[config.mk]
export PLATFORM = sky130hd
export DESIGN_NAME = tdl_ctrl
export DESIGN_NICKNAME = d
export VERILOG_FILES = /design/src/common/tdl_pkg.sv /design/src/rtl/tdl_ctrl.sv
export SDC_FILE = /design/constraint.sdc
export NUM_CORES = 1
export LEC_CHECK = 0
export BUFFER_PORTS_ARGS = -buffer_cell sky130_fd_sc_hd__buf_2
export CORE_MARGIN = 1
export CORE_UTILIZATION = 40
export CTS_BUF_LIST = sky130_fd_sc_hd__clkbuf_16
export DETAILED_ROUTE_END_ITERATION = 7
export GPL_TIMING_DRIVEN = 0
export PLACE_DENSITY = 0.58
export SYNTH_ARGS = -nofsm -noshare
export SYNTH_HDL_FRONTEND = slang
export SYNTH_SLANG_ARGS = --single-unit
[constraint.sdc]
create_clock -name clk_sys -period 10.7 [get_ports clk_sys]
set_input_delay 2.675 -clock clk_sys [delete_from_list [all_inputs] [get_ports clk_sys]]
set_output_delay 2.675 -clock clk_sys [all_outputs]
set_load 0.1 [all_outputs]
[src/common/tdl_pkg.sv]
/*
 * Shared constants for the T1 data link and signaling control block:
 * register offsets, field positions, reset values and timing counts.
 * Assumes a byte-wide register port with printed offsets as addresses.
 */
`default_nettype none

package tdl_pkg;

   // ------------------------------------------------------------
   // Register port
   // ------------------------------------------------------------
   localparam int          ADDR_W          = 8;
   localparam int          DATA_W          = 8;
   localparam logic [7:0]  OFS_DL_CTRL     = 8'h12;
   localparam logic [7:0]  OFS_TX_BOM      = 8'h13;
   localparam logic [7:0]  OFS_SIG_CTRL    = 8'h14;
   localparam logic [7:0]  OFS_RXSIG_BASE  = 8'h40;
   localparam logic [7:0]  RST_DL_CTRL     = 8'h00;
   localparam logic [7:0]  RST_TX_BOM      = 8'h00;
   localparam logic [7:0]  RST_SIG_CTRL    = 8'h00;

   // ------------------------------------------------------------
   // Data link control fields
   // ------------------------------------------------------------
   localparam int BIT_EXTERNAL_LINK_ENABLE   = 7;
   localparam int BIT_BIT_MESSAGE_ENABLE     = 6;
   localparam int BIT_FDL_HDLC_SELECT        = 5;
   localparam int BIT_CHANNEL24_HDLC_SELECT  = 4;
   localparam int BIT_TX_MULTIFRAME_ALIGN    = 3;
   localparam int BIT_TRANSPARENT_SELECT     = 2;
   localparam int BIT_JAPAN_CRC_SBIT_INCLUDE = 1;
   localparam int BIT_CHANNEL24_RATE_SELECT  = 0;

   // ------------------------------------------------------------
   // Signaling control fields
   // ------------------------------------------------------------
   localparam int BIT_SERIAL_OUT_DRIVE_ENABLE    = 7;
   localparam int BIT_SIGNALING_OUT_DRIVE_ENABLE = 6;
   localparam int BIT_ROBBED_BIT_ENABLE          = 5;
   localparam int BIT_SIGNALING_DEBOUNCE_ENABLE  = 4;
   localparam int BIT_UPPER_NIBBLE_SELECT        = 3;
   localparam int BIT_SIGNALING_MESSAGE_HI       = 2;
   localparam int BIT_SIGNALING_MESSAGE_LO       = 1;

   // ------------------------------------------------------------
   // Framing and timing
   // ------------------------------------------------------------
   localparam int          NUM_CH          = 24;
   localparam logic [2:0]  RB_FRAME_LAST   = 3'h5;
   localparam logic [2:0]  CH_BIT8_IDX     = 3'h7;
   localparam logic [7:0]  BOM_FLAG        = 8'hFF;
   localparam logic [3:0]  BOM_LEN_LAST    = 4'hF;
   localparam int          CLK_PERIOD_NS   = 10;
   localparam int          T_MS_NS         = 1000000;
   localparam int          MS_CYCLES       = T_MS_NS / CLK_PERIOD_NS;
   localparam int          DB_MIN_MS       = 6;
   localparam int          DB_MAX_MS       = 9;
   // Ticks counted after the last change: elapsed time lands in 6..7 ms
   localparam logic [2:0]  DB_TICKS        = 3'h7;

endpackage : tdl_pkg

`default_nettype wire

[src/rtl/tdl_ctrl.sv]
/*
 * T1 transmit data link source selection, channel 24 HDLC rate, transparent
 * and alignment controls, and the signaling path: robbed-bit framing, receive
 * debounce, nibble select and backplane output enables.
 * Assumes the line framer presents slot requests as one-cycle strobes
 * synchronous to clk_sys, and that the HDLC engines live outside.
 */
// Operation
// - External link enable routes the data link input pin into FDL or Fs bits.
// - Message enable sends the transmit message register on the ESF data link.
// - Received bit-oriented message capture stays on regardless of transmit enable.
// - FDL HDLC select makes the internal HDLC the ESF FDL bit source.
// - Channel 24 HDLC select makes the internal HDLC the channel 24 source.
// - HDLC receivers always stay enabled; only their interrupts are maskable.
// - Multiframe align locks transmit multiframe to S bits on channel 31 bit 0.
// - Transparent mode sends input channels 0-23 and 31 bit 0 unframed.
// - Transparent mode returns unframed line data on output channels 0-23.
// - Japanese option includes S bits in the CRC-6 computation.
// - Channel 24 rate bit high gives 64 kb/s, low gives 56 kb/s.
// - Message byte joined with eight ones repeats in the ESF FDL position.
// - Serial data output floats while its drive enable is zero.
// - Signaling output floats while its drive enable is zero.
// - Robbed-bit enable inserts signaling into bit 8 every sixth frame.
// - Debounce holds received signaling changes back 6 to 9 ms.
// - Upper nibble select uses upper nibbles and floats the lower output nibble.
// - Lower nibble in use otherwise, upper output nibble floats.
// - D4 nibbles report A, B then message bits; ESF nibbles report ABCD.
`timescale 1ns/100ps
`default_nettype none

module tdl_ctrl #(
   parameter int MS_CYCLES = tdl_pkg::MS_CYCLES
) (
   // Clock and reset
   input  wire logic                          clk_sys,
   input  wire logic                          nrst,
   // Register port
   input  wire logic [tdl_pkg::ADDR_W-1:0]    reg_addr,
   input  wire logic [tdl_pkg::DATA_W-1:0]    reg_wdata,
   input  wire logic                          reg_wr,
   input  wire logic                          reg_rd,
   output logic      [tdl_pkg::DATA_W-1:0]    reg_rdata,
   // Framer mode
   input  wire logic                          esf_mode,
   // Overhead data link slot
   input  wire logic                          ovh_req,
   input  wire logic                          tx_dl_in,
   input  wire logic                          hdlc_fdl_bit,
   output logic                               hdlc_fdl_take,
   output logic                               ovh_valid,
   output logic                               ovh_bit,
   // Channel 24 slot
   input  wire logic                          ch24_req,
   input  wire logic [2:0]                    ch24_bit_idx,
   input  wire logic                          hdlc_ch24_bit,
   output logic                               hdlc_ch24_take,
   output logic                               ch24_valid,
   output logic                               ch24_bit,
   output logic                               ch24_use_hdlc,
   // Multiframe alignment from backplane
   input  wire logic                          ch31b0_valid,
   input  wire logic                          ch31b0_bit,
   output logic                               tx_mf_align,
   output logic                               tx_mf_sbit,
   // Line framer controls
   output logic                               tx_unframed,
   output logic                               rx_unframed,
   output logic                               crc_sbit_include,
   output logic                               rx_bom_capture_en,
   output logic                               hdlc_rx_enable,
   // Robbed-bit signaling
   input  wire logic                          frame_start,
   input  wire logic                          tx_sig_valid,
   input  wire logic [7:0]                    backplane_signaling_input,
   output logic                               rb_insert_frame,
   output logic      [3:0]                    tx_sig_nibble,
   // Receive signaling
   input  wire logic                          rx_sig_valid,
   input  wire logic [4:0]                    rx_sig_ch,
   input  wire logic [3:0]                    rx_sig_abcd,
   output logic      [7:0]                    backplane_signaling_output,
   output logic      [7:0]                    backplane_signaling_output_oe,
   // Serial data output
   input  wire logic                          line_data,
   output logic                               backplane_data_output,
   output logic                               backplane_data_output_oe
);
   import tdl_pkg::*;

   localparam int MS_W = $clog2(MS_CYCLES + 1);

   generate
      if (MS_CYCLES < 2) begin : g_bad_ms
         $error("MS_CYCLES must be at least 2");
      end
   endgenerate

   // ------------------------------------------------------------
   // State
   // ------------------------------------------------------------
   typedef struct packed {
      logic [7:0]               dl_ctrl;
      logic [7:0]               tx_bom;
      logic [7:0]               sig_ctrl;
      logic [7:0]               rdata;
      logic [3:0]               bom_idx;
      logic                     ovh_valid;
      logic                     ovh_bit;
      logic                     fdl_take;
      logic                     ch24_valid;
      logic                     ch24_bit;
      logic                     ch24_take;
      logic                     mf_align;
      logic                     mf_sbit;
      logic [2:0]               frame_cnt;
      logic                     rb_frame;
      logic [3:0]               tx_nib;
      logic [MS_W-1:0]          ms_cnt;
      logic [NUM_CH-1:0][3:0]   stable;
      logic [NUM_CH-1:0][3:0]   cand;
      logic [NUM_CH-1:0][2:0]   db_cnt;
      logic [7:0]               cst_out;
      logic                     dout;
   } tdl_state_s;

   tdl_state_s st_ff;
   tdl_state_s nxt_st;

   logic        ext_en;
   logic        bom_en;
   logic        fdl_hdlc_en;
   logic        c24_hdlc_en;
   logic        rate64;
   logic        db_en;
   logic        hi_sel;
   logic        ms_tick;
   logic [15:0] bom_pat;

   assign ext_en   = st_ff.dl_ctrl[BIT_EXTERNAL_LINK_ENABLE];
   assign bom_en   = st_ff.dl_ctrl[BIT_BIT_MESSAGE_ENABLE];
   assign fdl_hdlc_en = st_ff.dl_ctrl[BIT_FDL_HDLC_SELECT];
   assign c24_hdlc_en = st_ff.dl_ctrl[BIT_CHANNEL24_HDLC_SELECT];
   assign rate64   = st_ff.dl_ctrl[BIT_CHANNEL24_RATE_SELECT];
   assign db_en    = st_ff.sig_ctrl[BIT_SIGNALING_DEBOUNCE_ENABLE];
   assign hi_sel   = st_ff.sig_ctrl[BIT_UPPER_NIBBLE_SELECT];
   assign ms_tick  = (st_ff.ms_cnt == MS_W'(MS_CYCLES - 1));
   assign bom_pat  = {BOM_FLAG, st_ff.tx_bom};

   // ------------------------------------------------------------
   // Reported nibble format
   // ------------------------------------------------------------
   function automatic logic [3:0] fmt_nib(input logic [3:0] abcd,
                                          input logic       esf,
                                          input logic [1:0] smsg);
      fmt_nib = esf ? abcd : {abcd[3:2], smsg};
   endfunction

   // ------------------------------------------------------------
   // Next state
   // ------------------------------------------------------------
   always_comb begin
      int         i;
      logic [4:0] ch;
      logic [3:0] rep;
      nxt_st = st_ff;
      i      = 0;
      ch     = rx_sig_ch;
      rep    = 4'h0;

      // Register writes and reads
      if (reg_wr) begin
         case (reg_addr)
            OFS_DL_CTRL:  nxt_st.dl_ctrl  = reg_wdata;
            OFS_TX_BOM:   nxt_st.tx_bom   = reg_wdata;
            OFS_SIG_CTRL: nxt_st.sig_ctrl = reg_wdata;
            default: ;
         endcase
      end
      nxt_st.rdata = 8'h00;
      if (reg_rd) begin
         if (reg_addr == OFS_DL_CTRL) begin
            nxt_st.rdata = st_ff.dl_ctrl;
         end else if (reg_addr == OFS_TX_BOM) begin
            nxt_st.rdata = st_ff.tx_bom;
         end else if (reg_addr == OFS_SIG_CTRL) begin
            nxt_st.rdata = st_ff.sig_ctrl;
         end else if (reg_addr >= OFS_RXSIG_BASE &&
                      reg_addr <  OFS_RXSIG_BASE + 8'(NUM_CH)) begin
            nxt_st.rdata = {4'h0, fmt_nib(st_ff.stable[reg_addr - OFS_RXSIG_BASE],
                            esf_mode, st_ff.sig_ctrl[2:1])};
         end
      end

      // Overhead data link source
      nxt_st.ovh_valid = ovh_req;
      nxt_st.fdl_take  = 1'b0;
      if (ovh_req) begin
         if (ext_en) begin
            nxt_st.ovh_bit = tx_dl_in;
         end else if (bom_en && esf_mode) begin
            nxt_st.ovh_bit = bom_pat[BOM_LEN_LAST - st_ff.bom_idx];
            nxt_st.bom_idx = st_ff.bom_idx + 4'h1;
         end else if (fdl_hdlc_en && esf_mode) begin
            nxt_st.ovh_bit  = hdlc_fdl_bit;
            nxt_st.fdl_take = 1'b1;
         end else begin
            nxt_st.ovh_bit = 1'b1;
         end
      end
      if (!bom_en) begin
         nxt_st.bom_idx = 4'h0;
      end

      // Channel 24 source and rate
      nxt_st.ch24_valid = ch24_req && c24_hdlc_en;
      nxt_st.ch24_take  = 1'b0;
      if (ch24_req && c24_hdlc_en) begin
         if (!rate64 && ch24_bit_idx == CH_BIT8_IDX) begin
            nxt_st.ch24_bit = 1'b1;
         end else begin
            nxt_st.ch24_bit  = hdlc_ch24_bit;
            nxt_st.ch24_take = 1'b1;
         end
      end

      // Multiframe alignment
      nxt_st.mf_align = ch31b0_valid && st_ff.dl_ctrl[BIT_TX_MULTIFRAME_ALIGN];
      if (ch31b0_valid) begin
         nxt_st.mf_sbit = ch31b0_bit;
      end

      // Robbed-bit frame count
      if (frame_start) begin
         nxt_st.frame_cnt = (st_ff.frame_cnt == RB_FRAME_LAST) ? 3'h0
                                                               : st_ff.frame_cnt + 3'h1;
         nxt_st.rb_frame  = st_ff.sig_ctrl[BIT_ROBBED_BIT_ENABLE] &&
                            (nxt_st.frame_cnt == RB_FRAME_LAST);
      end
      if (!st_ff.sig_ctrl[BIT_ROBBED_BIT_ENABLE]) begin
         nxt_st.rb_frame = 1'b0;
      end
      if (tx_sig_valid) begin
         nxt_st.tx_nib = hi_sel ? backplane_signaling_input[7:4]
                                : backplane_signaling_input[3:0];
      end

      // Millisecond tick and debounce timers
      nxt_st.ms_cnt = ms_tick ? '0 : st_ff.ms_cnt + MS_W'(1);
      for (i = 0; i < NUM_CH; i++) begin
         if (st_ff.cand[i] != st_ff.stable[i]) begin
            if (ms_tick && st_ff.db_cnt[i] != DB_TICKS) begin
               nxt_st.db_cnt[i] = st_ff.db_cnt[i] + 3'h1;
            end
            if (st_ff.db_cnt[i] == DB_TICKS) begin
               nxt_st.stable[i] = st_ff.cand[i];
               nxt_st.db_cnt[i] = 3'h0;
            end
         end
      end
      if (rx_sig_valid && ch < 5'(NUM_CH)) begin
         if (!db_en) begin
            nxt_st.stable[ch] = rx_sig_abcd;
            nxt_st.cand[ch]   = rx_sig_abcd;
            nxt_st.db_cnt[ch] = 3'h0;
         end else if (rx_sig_abcd != st_ff.cand[ch]) begin
            nxt_st.cand[ch]   = rx_sig_abcd;
            nxt_st.db_cnt[ch] = 3'h0;
         end
         rep = fmt_nib(nxt_st.stable[ch], esf_mode, st_ff.sig_ctrl[2:1]);
         nxt_st.cst_out = hi_sel ? {rep, 4'h0} : {4'h0, rep};
      end

      nxt_st.dout = line_data;
   end

   // ------------------------------------------------------------
   // State register
   // ------------------------------------------------------------
   always_ff @(posedge clk_sys) begin
      if (!nrst) begin
         st_ff          <= '0;
         st_ff.dl_ctrl  <= RST_DL_CTRL;
         st_ff.tx_bom   <= RST_TX_BOM;
         st_ff.sig_ctrl <= RST_SIG_CTRL;
      end else begin
         st_ff <= nxt_st;
      end
   end

   // ------------------------------------------------------------
   // Outputs
   // ------------------------------------------------------------
   assign reg_rdata         = st_ff.rdata;
   assign ovh_valid         = st_ff.ovh_valid;
   assign ovh_bit           = st_ff.ovh_bit;
   assign hdlc_fdl_take     = st_ff.fdl_take;
   assign ch24_valid        = st_ff.ch24_valid;
   assign ch24_bit          = st_ff.ch24_bit;
   assign hdlc_ch24_take    = st_ff.ch24_take;
   assign ch24_use_hdlc     = c24_hdlc_en;
   assign tx_mf_align       = st_ff.mf_align;
   assign tx_mf_sbit        = st_ff.mf_sbit;
   assign tx_unframed       = st_ff.dl_ctrl[BIT_TRANSPARENT_SELECT];
   assign rx_unframed       = st_ff.dl_ctrl[BIT_TRANSPARENT_SELECT];
   assign crc_sbit_include  = st_ff.dl_ctrl[BIT_JAPAN_CRC_SBIT_INCLUDE];
   assign rx_bom_capture_en = 1'b1;
   assign hdlc_rx_enable    = 1'b1;
   assign rb_insert_frame   = st_ff.rb_frame;
   assign tx_sig_nibble     = st_ff.tx_nib;

   assign backplane_signaling_output = st_ff.cst_out;
   assign backplane_signaling_output_oe =
      st_ff.sig_ctrl[BIT_SIGNALING_OUT_DRIVE_ENABLE] ?
      (hi_sel ? 8'hF0 : 8'h0F) : 8'h00;

   assign backplane_data_output    = st_ff.dout;
   assign backplane_data_output_oe = st_ff.sig_ctrl[BIT_SERIAL_OUT_DRIVE_ENABLE];

endmodule // tdl_ctrl

`default_nettype wire

# Yosys cells after proc, flatten, opt, wreduce, memory -nomap -nowiden
# Cells that the tools add are included.
dict set report classes {
  bitwise_logic 5
  magnitude_cmp 7
  addsub 29
  mux 156
  n_eq_ne 81
  n_reduce_logical 45
}
# cell n
set op_table {}
lappend op_table {{2-to-1 mux 168 bit} 2}
lappend op_table {{2-to-1 mux 272 bit} 1}
lappend op_table {{2-to-1 mux 3 bit} 74}
lappend op_table {{2-to-1 mux 4 bit} 54}
lappend op_table {{bitwise mux 96 bit} 2}
lappend op_table {{2-to-1 mux 96 bit} 2}
lappend op_table {{inequality test 4 bit} 25}
lappend op_table {{equality test 3 bit, second input constant} 27}
lappend op_table {{adder 3 x 1 -> 3 bit, second input constant} 25}
lappend op_table {{AND 72 bit} 1}
lappend op_table {{inequality test 3 bit, second input constant} 24}
lappend op_table {{NOT 72 bit} 1}
lappend op_table {{binary-select mux 4 bit (select 5 bit)} 3}
lappend op_table {{2-to-1 mux 8 bit} 6}
lappend op_table {{logical AND 1 bit} 33}
lappend op_table {{equality test 8 x 5 -> 1 bit, second input constant} 3}
lappend op_table {{demux 4 bit (select 5 bit)} 1}
lappend op_table {{adder 17 x 1 -> 17 bit, second input constant} 1}
lappend op_table {{equality test 17 bit, second input constant} 1}
lappend op_table {{AND reduction 2 bit} 8}
lappend op_table {{demux 3 bit (select 5 bit)} 1}
lappend op_table {{>= comparator 8 x 7 -> 1 bit, second input constant} 1}
lappend op_table {{< comparator 8 x 6 -> 1 bit, second input constant} 1}
lappend op_table {{< comparator 8 x 7 -> 1 bit, second input constant} 1}
lappend op_table {{16 further kinds} 25}
dict set report totals {
  wordCells 414
  output_inout_bits 45
  reg_bits 342
}

# Longest topological paths before layout
# Gate-level depths: netlist (run 1).
dict set report logic_depth {
  depth_word 12
  depth_mapped 13
  depth_no_buf 9
}

# Least setup slack after synthesis (run 1)
# No wires, ideal clock.
dict set report synth_path {
  path_kind {input to register}
  start {in rx_sig_ch[0]}
  end {reg st_ff[137] (netlist name)}
  slack_ns 5.512
  path_stages 10
  required_ns 10.628
  setup_time_ns 0.072
  t_arrival_ns 5.116
  n_path_buf 3
  cell_sequence {buf_6 > buf_12 > mux4_2 > a22o_1 > a221oi_1 > mux2i_1 > a221oi_4 > buf_12 > a211oi_4 > mux2i_1}
}
dict set report synth_between {
  elab_chain_cells 7
  word_cells_on_any_way 15
  classes_between {3 x order compare; 2 x eq/ne; 7 x mux; 3 x reduce/logical}
}
# element line
set synth_rtl {}
lappend synth_rtl {{start: declaration} tdl_ctrl.sv:79} ;# input wire logic [4:0] rx_sig_ch,
lappend synth_rtl {{< comparator 5 x 6 -> 1 bit (not written as such) or >= comparator 5 x 1 -> 1 bit (tied branches)} {tdl_ctrl.sv:263, tdl_ctrl.sv:266}}
lappend synth_rtl {{logical AND 1 bit (not written as such)} {tdl_ctrl.sv:263, tdl_ctrl.sv:266}}
lappend synth_rtl {{2-to-1 mux 4 bit (not written as such)} {tdl_ctrl.sv:263, tdl_ctrl.sv:266}}
lappend synth_rtl {{demux 4 bit (select 5 bit)} {tdl_ctrl.sv:263, tdl_ctrl.sv:266}}
lappend synth_rtl {{bitwise mux 96 bit} {tdl_ctrl.sv:263, tdl_ctrl.sv:266}}
lappend synth_rtl {{2-to-1 mux 168 bit} tdl_ctrl.sv:265} ;# end else if (rx_sig_abcd != st_ff.cand[ch]) begin
lappend synth_rtl {{2-to-1 mux 168 bit} tdl_ctrl.sv:261} ;# if (!db_en) begin
lappend synth_rtl {{end signal: assignment} tdl_ctrl.sv:286} ;# st_ff <= nxt_st;
lappend synth_rtl {{end: declaration} tdl_ctrl.sv:126} ;# tdl_state_s st_ff;
# Several ways; a longest one is shown, not always the timed one. The select of a mux whose other input is x is not followed.
# A chain may end at the register's enable or synchronous reset.

# Worst setup path in the final report (run 1)
dict set report layout_path {
  start {in rx_sig_ch[1]}
  end {reg st_ff (netlist bit backplane_signaling_output[4])}
}
dict set report layout_between {
  elab_chain_cells 11
  word_cells_on_any_way 14
  classes_between {3 x order compare; 9 x mux; 2 x reduce/logical}
}
# element line
set layout_rtl {}
lappend layout_rtl {{< comparator 5 x 6 -> 1 bit (not written as such) or >= comparator 5 x 1 -> 1 bit (tied branches)} tdl_ctrl.sv:262} ;# nxt_st.stable[ch] = rx_sig_abcd;
lappend layout_rtl {{logical AND 1 bit (not written as such)} tdl_ctrl.sv:262}
lappend layout_rtl {{2-to-1 mux 4 bit (not written as such)} tdl_ctrl.sv:262}
lappend layout_rtl {{demux 4 bit (select 5 bit)} tdl_ctrl.sv:262}
lappend layout_rtl {{bitwise mux 96 bit} tdl_ctrl.sv:262}
lappend layout_rtl {{2-to-1 mux 96 bit} tdl_ctrl.sv:261}
lappend layout_rtl {{2-to-1 mux 96 bit} tdl_ctrl.sv:260} ;# if (rx_sig_valid && ch < 5'(NUM_CH)) begin
lappend layout_rtl {{binary-select mux 4 bit (select 5 bit)} tdl_ctrl.sv:269} ;# rep = fmt_nib(nxt_st.stable[ch], esf_mode, st_ff.sig_ctrl[2:1]);
lappend layout_rtl {{2-to-1 mux 4 bit (not written as such)} tdl_ctrl.sv:269}
lappend layout_rtl {{2-to-1 mux 2 bit} tdl_ctrl.sv:155} ;# fmt_nib = esf ? abcd : {abcd[3:2], smsg};
lappend layout_rtl {{2-to-1 mux 8 bit} tdl_ctrl.sv:270} ;# nxt_st.cst_out = hi_sel ? {rep, 4'h0} : {4'h0, rep};
# Several ways; a longest one is shown, not always the timed one. The select of a mux whose other input is x is not followed.

==> out/results.ini, run 1 <==
[worst_hold_path]
min_from=st_ff[318]
hp-class=register to register

[setup_path]
critPathMaxStageDelay_ns=0.70
r2r-start=st_ff[273]
path_buf_inv=6
worstPathArrival_ns=6.98
worstPathCellList=clkbuf_8 > buf_6 > buf_2 > buf_1 > buf_2 > clkbuf_1 > mux2i_1 > a211oi_1 > o21ai_0 > o211ai_1 > o31ai_1
critPathLaunchType=input pin
crit_slowest_cell=buf_1
path_delay_family=buffers and inverters
worstSetupEndpointType=register
cp_common_cell=buf_2
path_max_fanout=10
critical_path_required_ns=11.20
cp-startpoint=rx_sig_ch[1]
crit_type=input pin to register

[cts]
clk_path_buf_depth=3
postCtsSetupBuffers=0
cts_resized=0
cts.clk_slew.worst_paths_ns=0.06
hold_buffers=0
h-tree-depth=2
clock-sinks=342
clk_latency_ns=0.59
numCtsBuffers=40
ctsRootBufferMaster=clkbuf_16
cts_tree=done

[synthesis]
yosysWarnings=0
synthCells=2162
ys_seq_elements=342
yosys.cell_types.count=81
synth_edf_count=0
async_reset_ff_frac=0
syn_area_um2=19900
seq_area_frac_synth=0.343
avgSynthCellArea_um2=9.22
synth-main-ff-cell=dfxtp_1

[power]
p_clk_frac=0.456
p_sw_frac=0.274
seqPwrFrac=0.440
p_sw_w=0.000816
irDropWorstVdd_mv=0.0933
pwr-share-comb=0.104
internal-power_w=0.00216
p_per_area_nw_per_um2=132
p_leak_nw=8.26
finalPower_w=0.00298

[drt]
post-route-drc-count=0
drtPass1Iterations=5
wirelength_um=75600
wl_per_cell_um=25.3
drt_iter0_markers=1651
vias=17900
ant_nets=0
routed_via_density=5.99

[floorplan]
dieArea_um2=50700
io_pins=97
die_x_um=225
coreArea_um2=49100
rows=81
start_util=0.406
die_h_um=225

[timing]
slew_headroom=0.0809
finalSetupViolCount=0
fmax_mhz=154
timing_hold_violations_final=0
period_needed_ns=6.48
whs_ns=0.458
fin_tns_setup_ns=0
skew_ns=0.0197
worstMarginPinSlew_ns=1.37
rsz0062_at_grt=no
drv_slew=0
period_share=0.606

[grt]
grt_max_degree=13
overflow=0
grt_pass1_wl_um=111000
grt_pass1_vias=17300
groute.usage.overall=0.296
antenna_found_initial=2

[layout]
layout.area.seq_um2=6850
syn2layout_area_growth_pct=12.8
drive_gt1_frac=0.140
nFillCells=4805
multi_input_area_um2=12000
diodes=0
fin_nets=2393

[place]
hpwl_um=57200
port_buffers=85
place_congestion=1.02

[run]
maxCapViolations=0

[outcome]
status=completed

==> cells in the mapped netlist, types with 5 or more instances <==
master,count,area (um^2)
ha_1,51,638
xnor2_1,51,447
nand3_1,75,375
nor3b_1,5,37.5
o211ai_1,9,67.6
buf_2,8,40.0
nor4_1,16,100
mux4_1,14,368
o22ai_1,27,169
nand2b_1,6,37.5
inv_1,18,67.6
a211oi_4,20,400
a211oi_1,105,788
buf_4,29,218
a31oi_1,10,62.6
buf_1,21,78.8
mux2_2,13,146
a21oi_1,69,345
buf_6,5,56.3
nor2b_1,8,50.1
a22oi_1,14,105
nand4_1,22,138
a2bb2oi_1,25,219
nor3_1,67,335
nand2_1,265,995
mux4_2,41,923
a311oi_1,6,52.6
clkbuf_8,8,110
nor3_2,24,240
clkbuf_1,109,409
nand3b_1,11,82.6
a211oi_2,16,200
a221oi_1,5,43.8
nor2_1,197,739
xor2_1,74,648
mux2i_1,217,2170
o21ai_0,65,325
and2_1,6,37.5
dfxtp_1,342,6850
or2_2,5,31.3
==> cells by family after synthesis <==
family / Yosys count / synth area share
buffers and inverters: 204 / 0.0537
and+or+nand+nor: 743 / 0.177
adders and majority gates: 51 / 0.0320
other: 1 / 0.000188
muxes: 285 / 0.181
AOI/OAI and AO/OA: 411 / 0.158
xor gates and xnor gates: 125 / 0.0549
DFF: 342 / 0.343
==> power groups by stage <==
stage	clock network, W	registers [W]	logic, W
final	0.00136	0.00131	0.000309
after global routing	0.00143	0.00131	0.000322
after global placement	0	0.00134	0.000297
after detailed placement	0	0.00134	0.000300
after floorplan	0	0.00134	0.000188
after CTS	0.00138	0.00131	0.000302
==> worst paths after layout <==
kind,end,slack [ns],cells past startpoint
worst max-delay path,backplane_signaling_output[4],4.22,11
worst max register to register,st_ff[46],7.13,10
worst min-delay path,st_ff[318],0.46,2
worst min register to register,st_ff[318],0.46,2
==> state kept, by name, indices dropped and copies added, names as in the netlist, 4 cells and up <==
register / flops
st_ff: 294
backplane_signaling_output: 8
bom_pat: 8
reg_rdata: 8
tx_sig_nibble: 4
==> layout by cell type (no fill, tap or decap), drive strengths merged, types with 9 or more instances in the layout <==
| master | synthesis | final |
|---|---|---|
| nand3b | 11 | 11 |
| clkinv | 0 | 18 |
| a31oi | 10 | 10 |
| buf | 67 | 152 |
| nand2 | 268 | 268 |
| xor2 | 74 | 74 |
| nand3 | 75 | 75 |
| mux2 | 13 | 13 |
| o211ai | 9 | 9 |
| a21oi | 70 | 70 |
| nor4 | 16 | 16 |
| o22ai | 27 | 27 |
| inv | 18 | 29 |
| a211oi | 141 | 141 |
| mux2i | 217 | 217 |
| a22oi | 14 | 14 |
| mux4 | 55 | 55 |
| xnor2 | 51 | 51 |
| o21ai | 65 | 65 |
| nor2 | 197 | 197 |
| nor3 | 91 | 91 |
| nand4 | 22 | 22 |
| ha | 51 | 51 |
| clkbuf | 119 | 159 |
| dfxtp | 342 | 342 |
| a2bb2oi | 25 | 25 |
==> cell type report <==
| cell class | count | share of cell area |
|---|---|---|
| timing repair buffer | 85 | 0.0189 |
| inverter | 18 | 0.00301 |
| buffer | 186 | 0.0446 |
| sequential | 342 | 0.305 |
| multi-input combinational | 1617 | 0.535 |
| clock buffer | 40 | 0.0445 |
| clock inverter | 34 | 0.0123 |
| tap | 664 | 0.0370 |
==> layer usage <==
metal | global-route usage | routed length [um] | share of wire | up-vias
met1 | 0.384 | 32200 | 0.43 | 8816
met3 | 0.0468 | 5230 | 0.069 | 191
met2 | 0.474 | 34400 | 0.46 | 741
li1 | - | - | - | 8150
met4 | 0.151 | 3760 | 0.050 | 2
met5 | 0 | 13 | 0.00017 | -
==> metrics by stage <==
stage | instances | utilization | cell area [um^2] | setup WS, ns
after detailed placement | 2912 | 0.432 | 21200 | 3.82
after CTS | 2986 | 0.458 | 22500 | 4.44
after floorplan | 2163 | - | 19900 | 5.51
after global placement | 2912 | 0.432 | 21200 | 3.79
after global routing | 2986 | 0.458 | 22500 | 4.24
final | 2986 | 0.458 | 22500 | 4.22
==> tightest hold or removal path: cells and delay by family, from the launching register on <==
kind / cells / cell delay, ns
flip-flops: 1 / 0.31
AND/OR/NAND/NOR: 1 / 0.05
AO/OA/AOI/OAI: 1 / 0.05
No activity file was read; power rests on OpenSTA's default activity.
==> run 2: changes to the inputs <==
--- a/config.mk
+++ b/config.mk
@@ -11,7 +11,7 @@
 export CTS_BUF_LIST = sky130_fd_sc_hd__clkbuf_16
 export DETAILED_ROUTE_END_ITERATION = 7
 export GPL_TIMING_DRIVEN = 0
-export PLACE_DENSITY = 0.58
+export PLACE_DENSITY = 0.6
 export SYNTH_ARGS = -nofsm -noshare
 export SYNTH_HDL_FRONTEND = slang
 export SYNTH_SLANG_ARGS = --single-unit
==> constraint.sdc (replaced) <==
create_clock -name clk_sys -period 5.5 [get_ports clk_sys]
set_input_delay 1.375 -clock clk_sys [delete_from_list [all_inputs] [get_ports clk_sys]]
set_output_delay 1.375 -clock clk_sys [all_outputs]
set_load 0.1 [all_outputs]
==> out/results.ini, run 2 (synthesis results as in run 1) <==
[outcome]
status=completed  ; unchanged

[floorplan]
dieArea_um2=50700  ; unchanged
die_h_um=225  ; unchanged
rows=81  ; unchanged
die_x_um=225  ; unchanged
start_util=0.406  ; unchanged
io_pins=97  ; unchanged
coreArea_um2=49100  ; unchanged

[layout]
diodes=0  ; unchanged
final_common_cell=dfxtp_1  ; unchanged
fin_util=0.458  ; about the same
largest_register_ffs=294  ; unchanged
top_register=st_ff  ; unchanged
syn2layout_area_growth_pct=12.7  ; was 12.8%
final_cell_count_no_fill=2981  ; was 2986
nFillCells=4799  ; was 4805
layout.area.seq_um2=6850  ; unchanged
multi_input_area_um2=12000  ; unchanged
fin_nets=2393  ; unchanged
drive_gt1_frac=0.142  ; was 0.140
mostFrequentLayoutCells=dfxtp_1, nand2_1, mux2i_1, nor2_1, clkbuf_1  ; unchanged

[run]
maxCapViolations=0  ; unchanged

[drt]
post-route-drc-count=0  ; unchanged
routed_via_density=6.05  ; was 5.99
drt_iter0_markers=1840  ; was 1651
wl_per_cell_um=25.5  ; was 25.3 um
drtPass1Iterations=5  ; unchanged
vias=18000  ; was 17900
wirelength_um=76000  ; was 75600 um
ant_nets=0  ; unchanged

[setup_path]
path_buf_inv=6  ; unchanged
crit_slowest_cell=buf_1  ; unchanged
r2r-start=st_ff[273]  ; unchanged
critPathLaunchType=input pin  ; unchanged
crit_type=input pin to register  ; unchanged
path_max_fanout=10  ; unchanged
cp.depth=11  ; unchanged
reg2reg_to=st_ff[38]  ; was st_ff[46]
path_delay_family=buffers and inverters  ; unchanged
worstSetupEndpointType=register  ; unchanged
rr_worst_depth=10  ; unchanged
critical_path_required_ns=6.00  ; was 11.20 ns
endpoint=backplane_signaling_output[4]  ; unchanged
reg2reg_setup_slack_ns=1.94  ; was 7.13 ns
worstPathArrival_ns=5.61  ; was 6.98 ns
worstPathCellList=clkbuf_8 > buf_6 > buf_2 > buf_1 > buf_2 > clkbuf_1 > mux2i_1 > a211oi_1 > o21ai_0 > o211ai_1 > o31ai_1  ; unchanged
critPathMaxStageDelay_ns=0.70  ; about the same
cp-startpoint=rx_sig_ch[1]  ; unchanged
cp_common_cell=buf_2  ; unchanged

[timing]
rsz0062_at_grt=no  ; unchanged
period_share=0.930
worstMarginPinSlew_ns=1.38  ; was 1.37 ns
slew_headroom=0.0691  ; was 0.0809
skew_ns=0.0214  ; was 0.0197 ns
period_needed_ns=5.12
timing_hold_violations_final=0  ; unchanged
fin_tns_setup_ns=0  ; unchanged
finalSetupViolCount=0  ; unchanged
drv_slew=0  ; unchanged
fmax_mhz=196

[power]
finalPower_w=0.00579  ; was 0.00298 W
p_leak_nw=8.25  ; was 8.26 nW
irDropWorstVdd_mv=0.193  ; was 0.0933 mV
p_per_area_nw_per_um2=258  ; was 132 nW/um^2

[place]
port_buffers=85  ; unchanged
hpwl_um=57400  ; was 57200 um
dp_cells=2912  ; unchanged
place_congestion=1.04  ; was 1.02

[cts]
clk_path_buf_depth=3  ; unchanged
numCtsBuffers=40  ; unchanged
hold_buffers=0  ; unchanged
ctsRootBufferMaster=clkbuf_16  ; unchanged
cts.clk_slew.worst_paths_ns=0.06  ; about the same
clock-sinks=342  ; unchanged
postCtsSetupBuffers=0  ; unchanged
h-tree-depth=2  ; unchanged
cts_tree=done  ; unchanged
cts_resized=0  ; unchanged
clk_latency_ns=0.59  ; about the same

[grt]
antenna_found_initial=0  ; was 2
grt_max_degree=14  ; was 13
grt_pass1_vias=17200  ; was 17300
groute.usage.overall=0.298  ; was 0.296
grt_pass1_wl_um=111000  ; about the same
overflow=0  ; unchanged

[worst_hold_path]
hp-class=register to register  ; unchanged

## run 2: cell types whose count changed in the layout (fill, tap and decap cells not counted), sizes merged
cell | previous run | this run
inv | 29 | 25
clkinv | 18 | 16
clkinvlp | 1 | 2
## run 2: tightest hold or removal path, stage by stage, from the launching register on
cell,delay [ns]
dfxtp_1,0.31
nand2_1,0.05
a21oi_1,0.05
## run 2: metal layers
metal,vias to the layer above,share of wire,GRT usage
li1,8146,-,-
met4,0,0.056,0.161
met2,788,0.45,0.475
met3,188,0.073,0.0562
met5,-,0,0
met1,8919,0.42,0.380
## run 2: final cells by class
type / count / area share
multi-input combinational: 1617 / 0.535
tap: 664 / 0.0370
sequential: 342 / 0.305
inverter: 18 / 0.00301
buffer: 186 / 0.0446
clock inverter: 29 / 0.0121
clock buffer: 40 / 0.0445
timing repair buffer: 85 / 0.0189
## run 2: how the worst min path moves through the flow
stage	startpoint	to	slack (ns)	depth (start not counted)
after global routing	backplane_signaling_output[6]	backplane_signaling_output[6]	0.49	2
after CTS	st_ff[318]	st_ff[318]	0.46	2
after floorplan	st_ff[323]	rb_insert_frame	0.42	2
after detailed placement	st_ff[318]	st_ff[318]	0.45	2
final	backplane_signaling_output[3]	backplane_signaling_output[3]	0.46	2
after global placement	st_ff[318]	st_ff[318]	0.44	2
## run 2: where the power goes
part | switching (W) | total [W] | internal [W]
Combinational | 0.000431 | 0.000600 | 0.000169
Sequential | 0.0000348 | 0.00255 | 0.00251
Clock | 0.00112 | 0.00264 | 0.00152
Total | 0.00159 | 0.00579 | 0.00420
## run 2: per-stage QoR
step | hold slack (ns) | setup WS [ns] | area [um^2]
2_1_floorplan | 0.422 | 1.61 | 19900
3_3_place_gp | 0.442 | -0.0793 | 21200
3_5_place_dp | 0.454 | 0.0259 | 21200
4_1_cts | 0.462 | 0.633 | 22500
5_1_grt | 0.490 | 0.370 | 22500
6_report | 0.464 | 0.385 | 22500
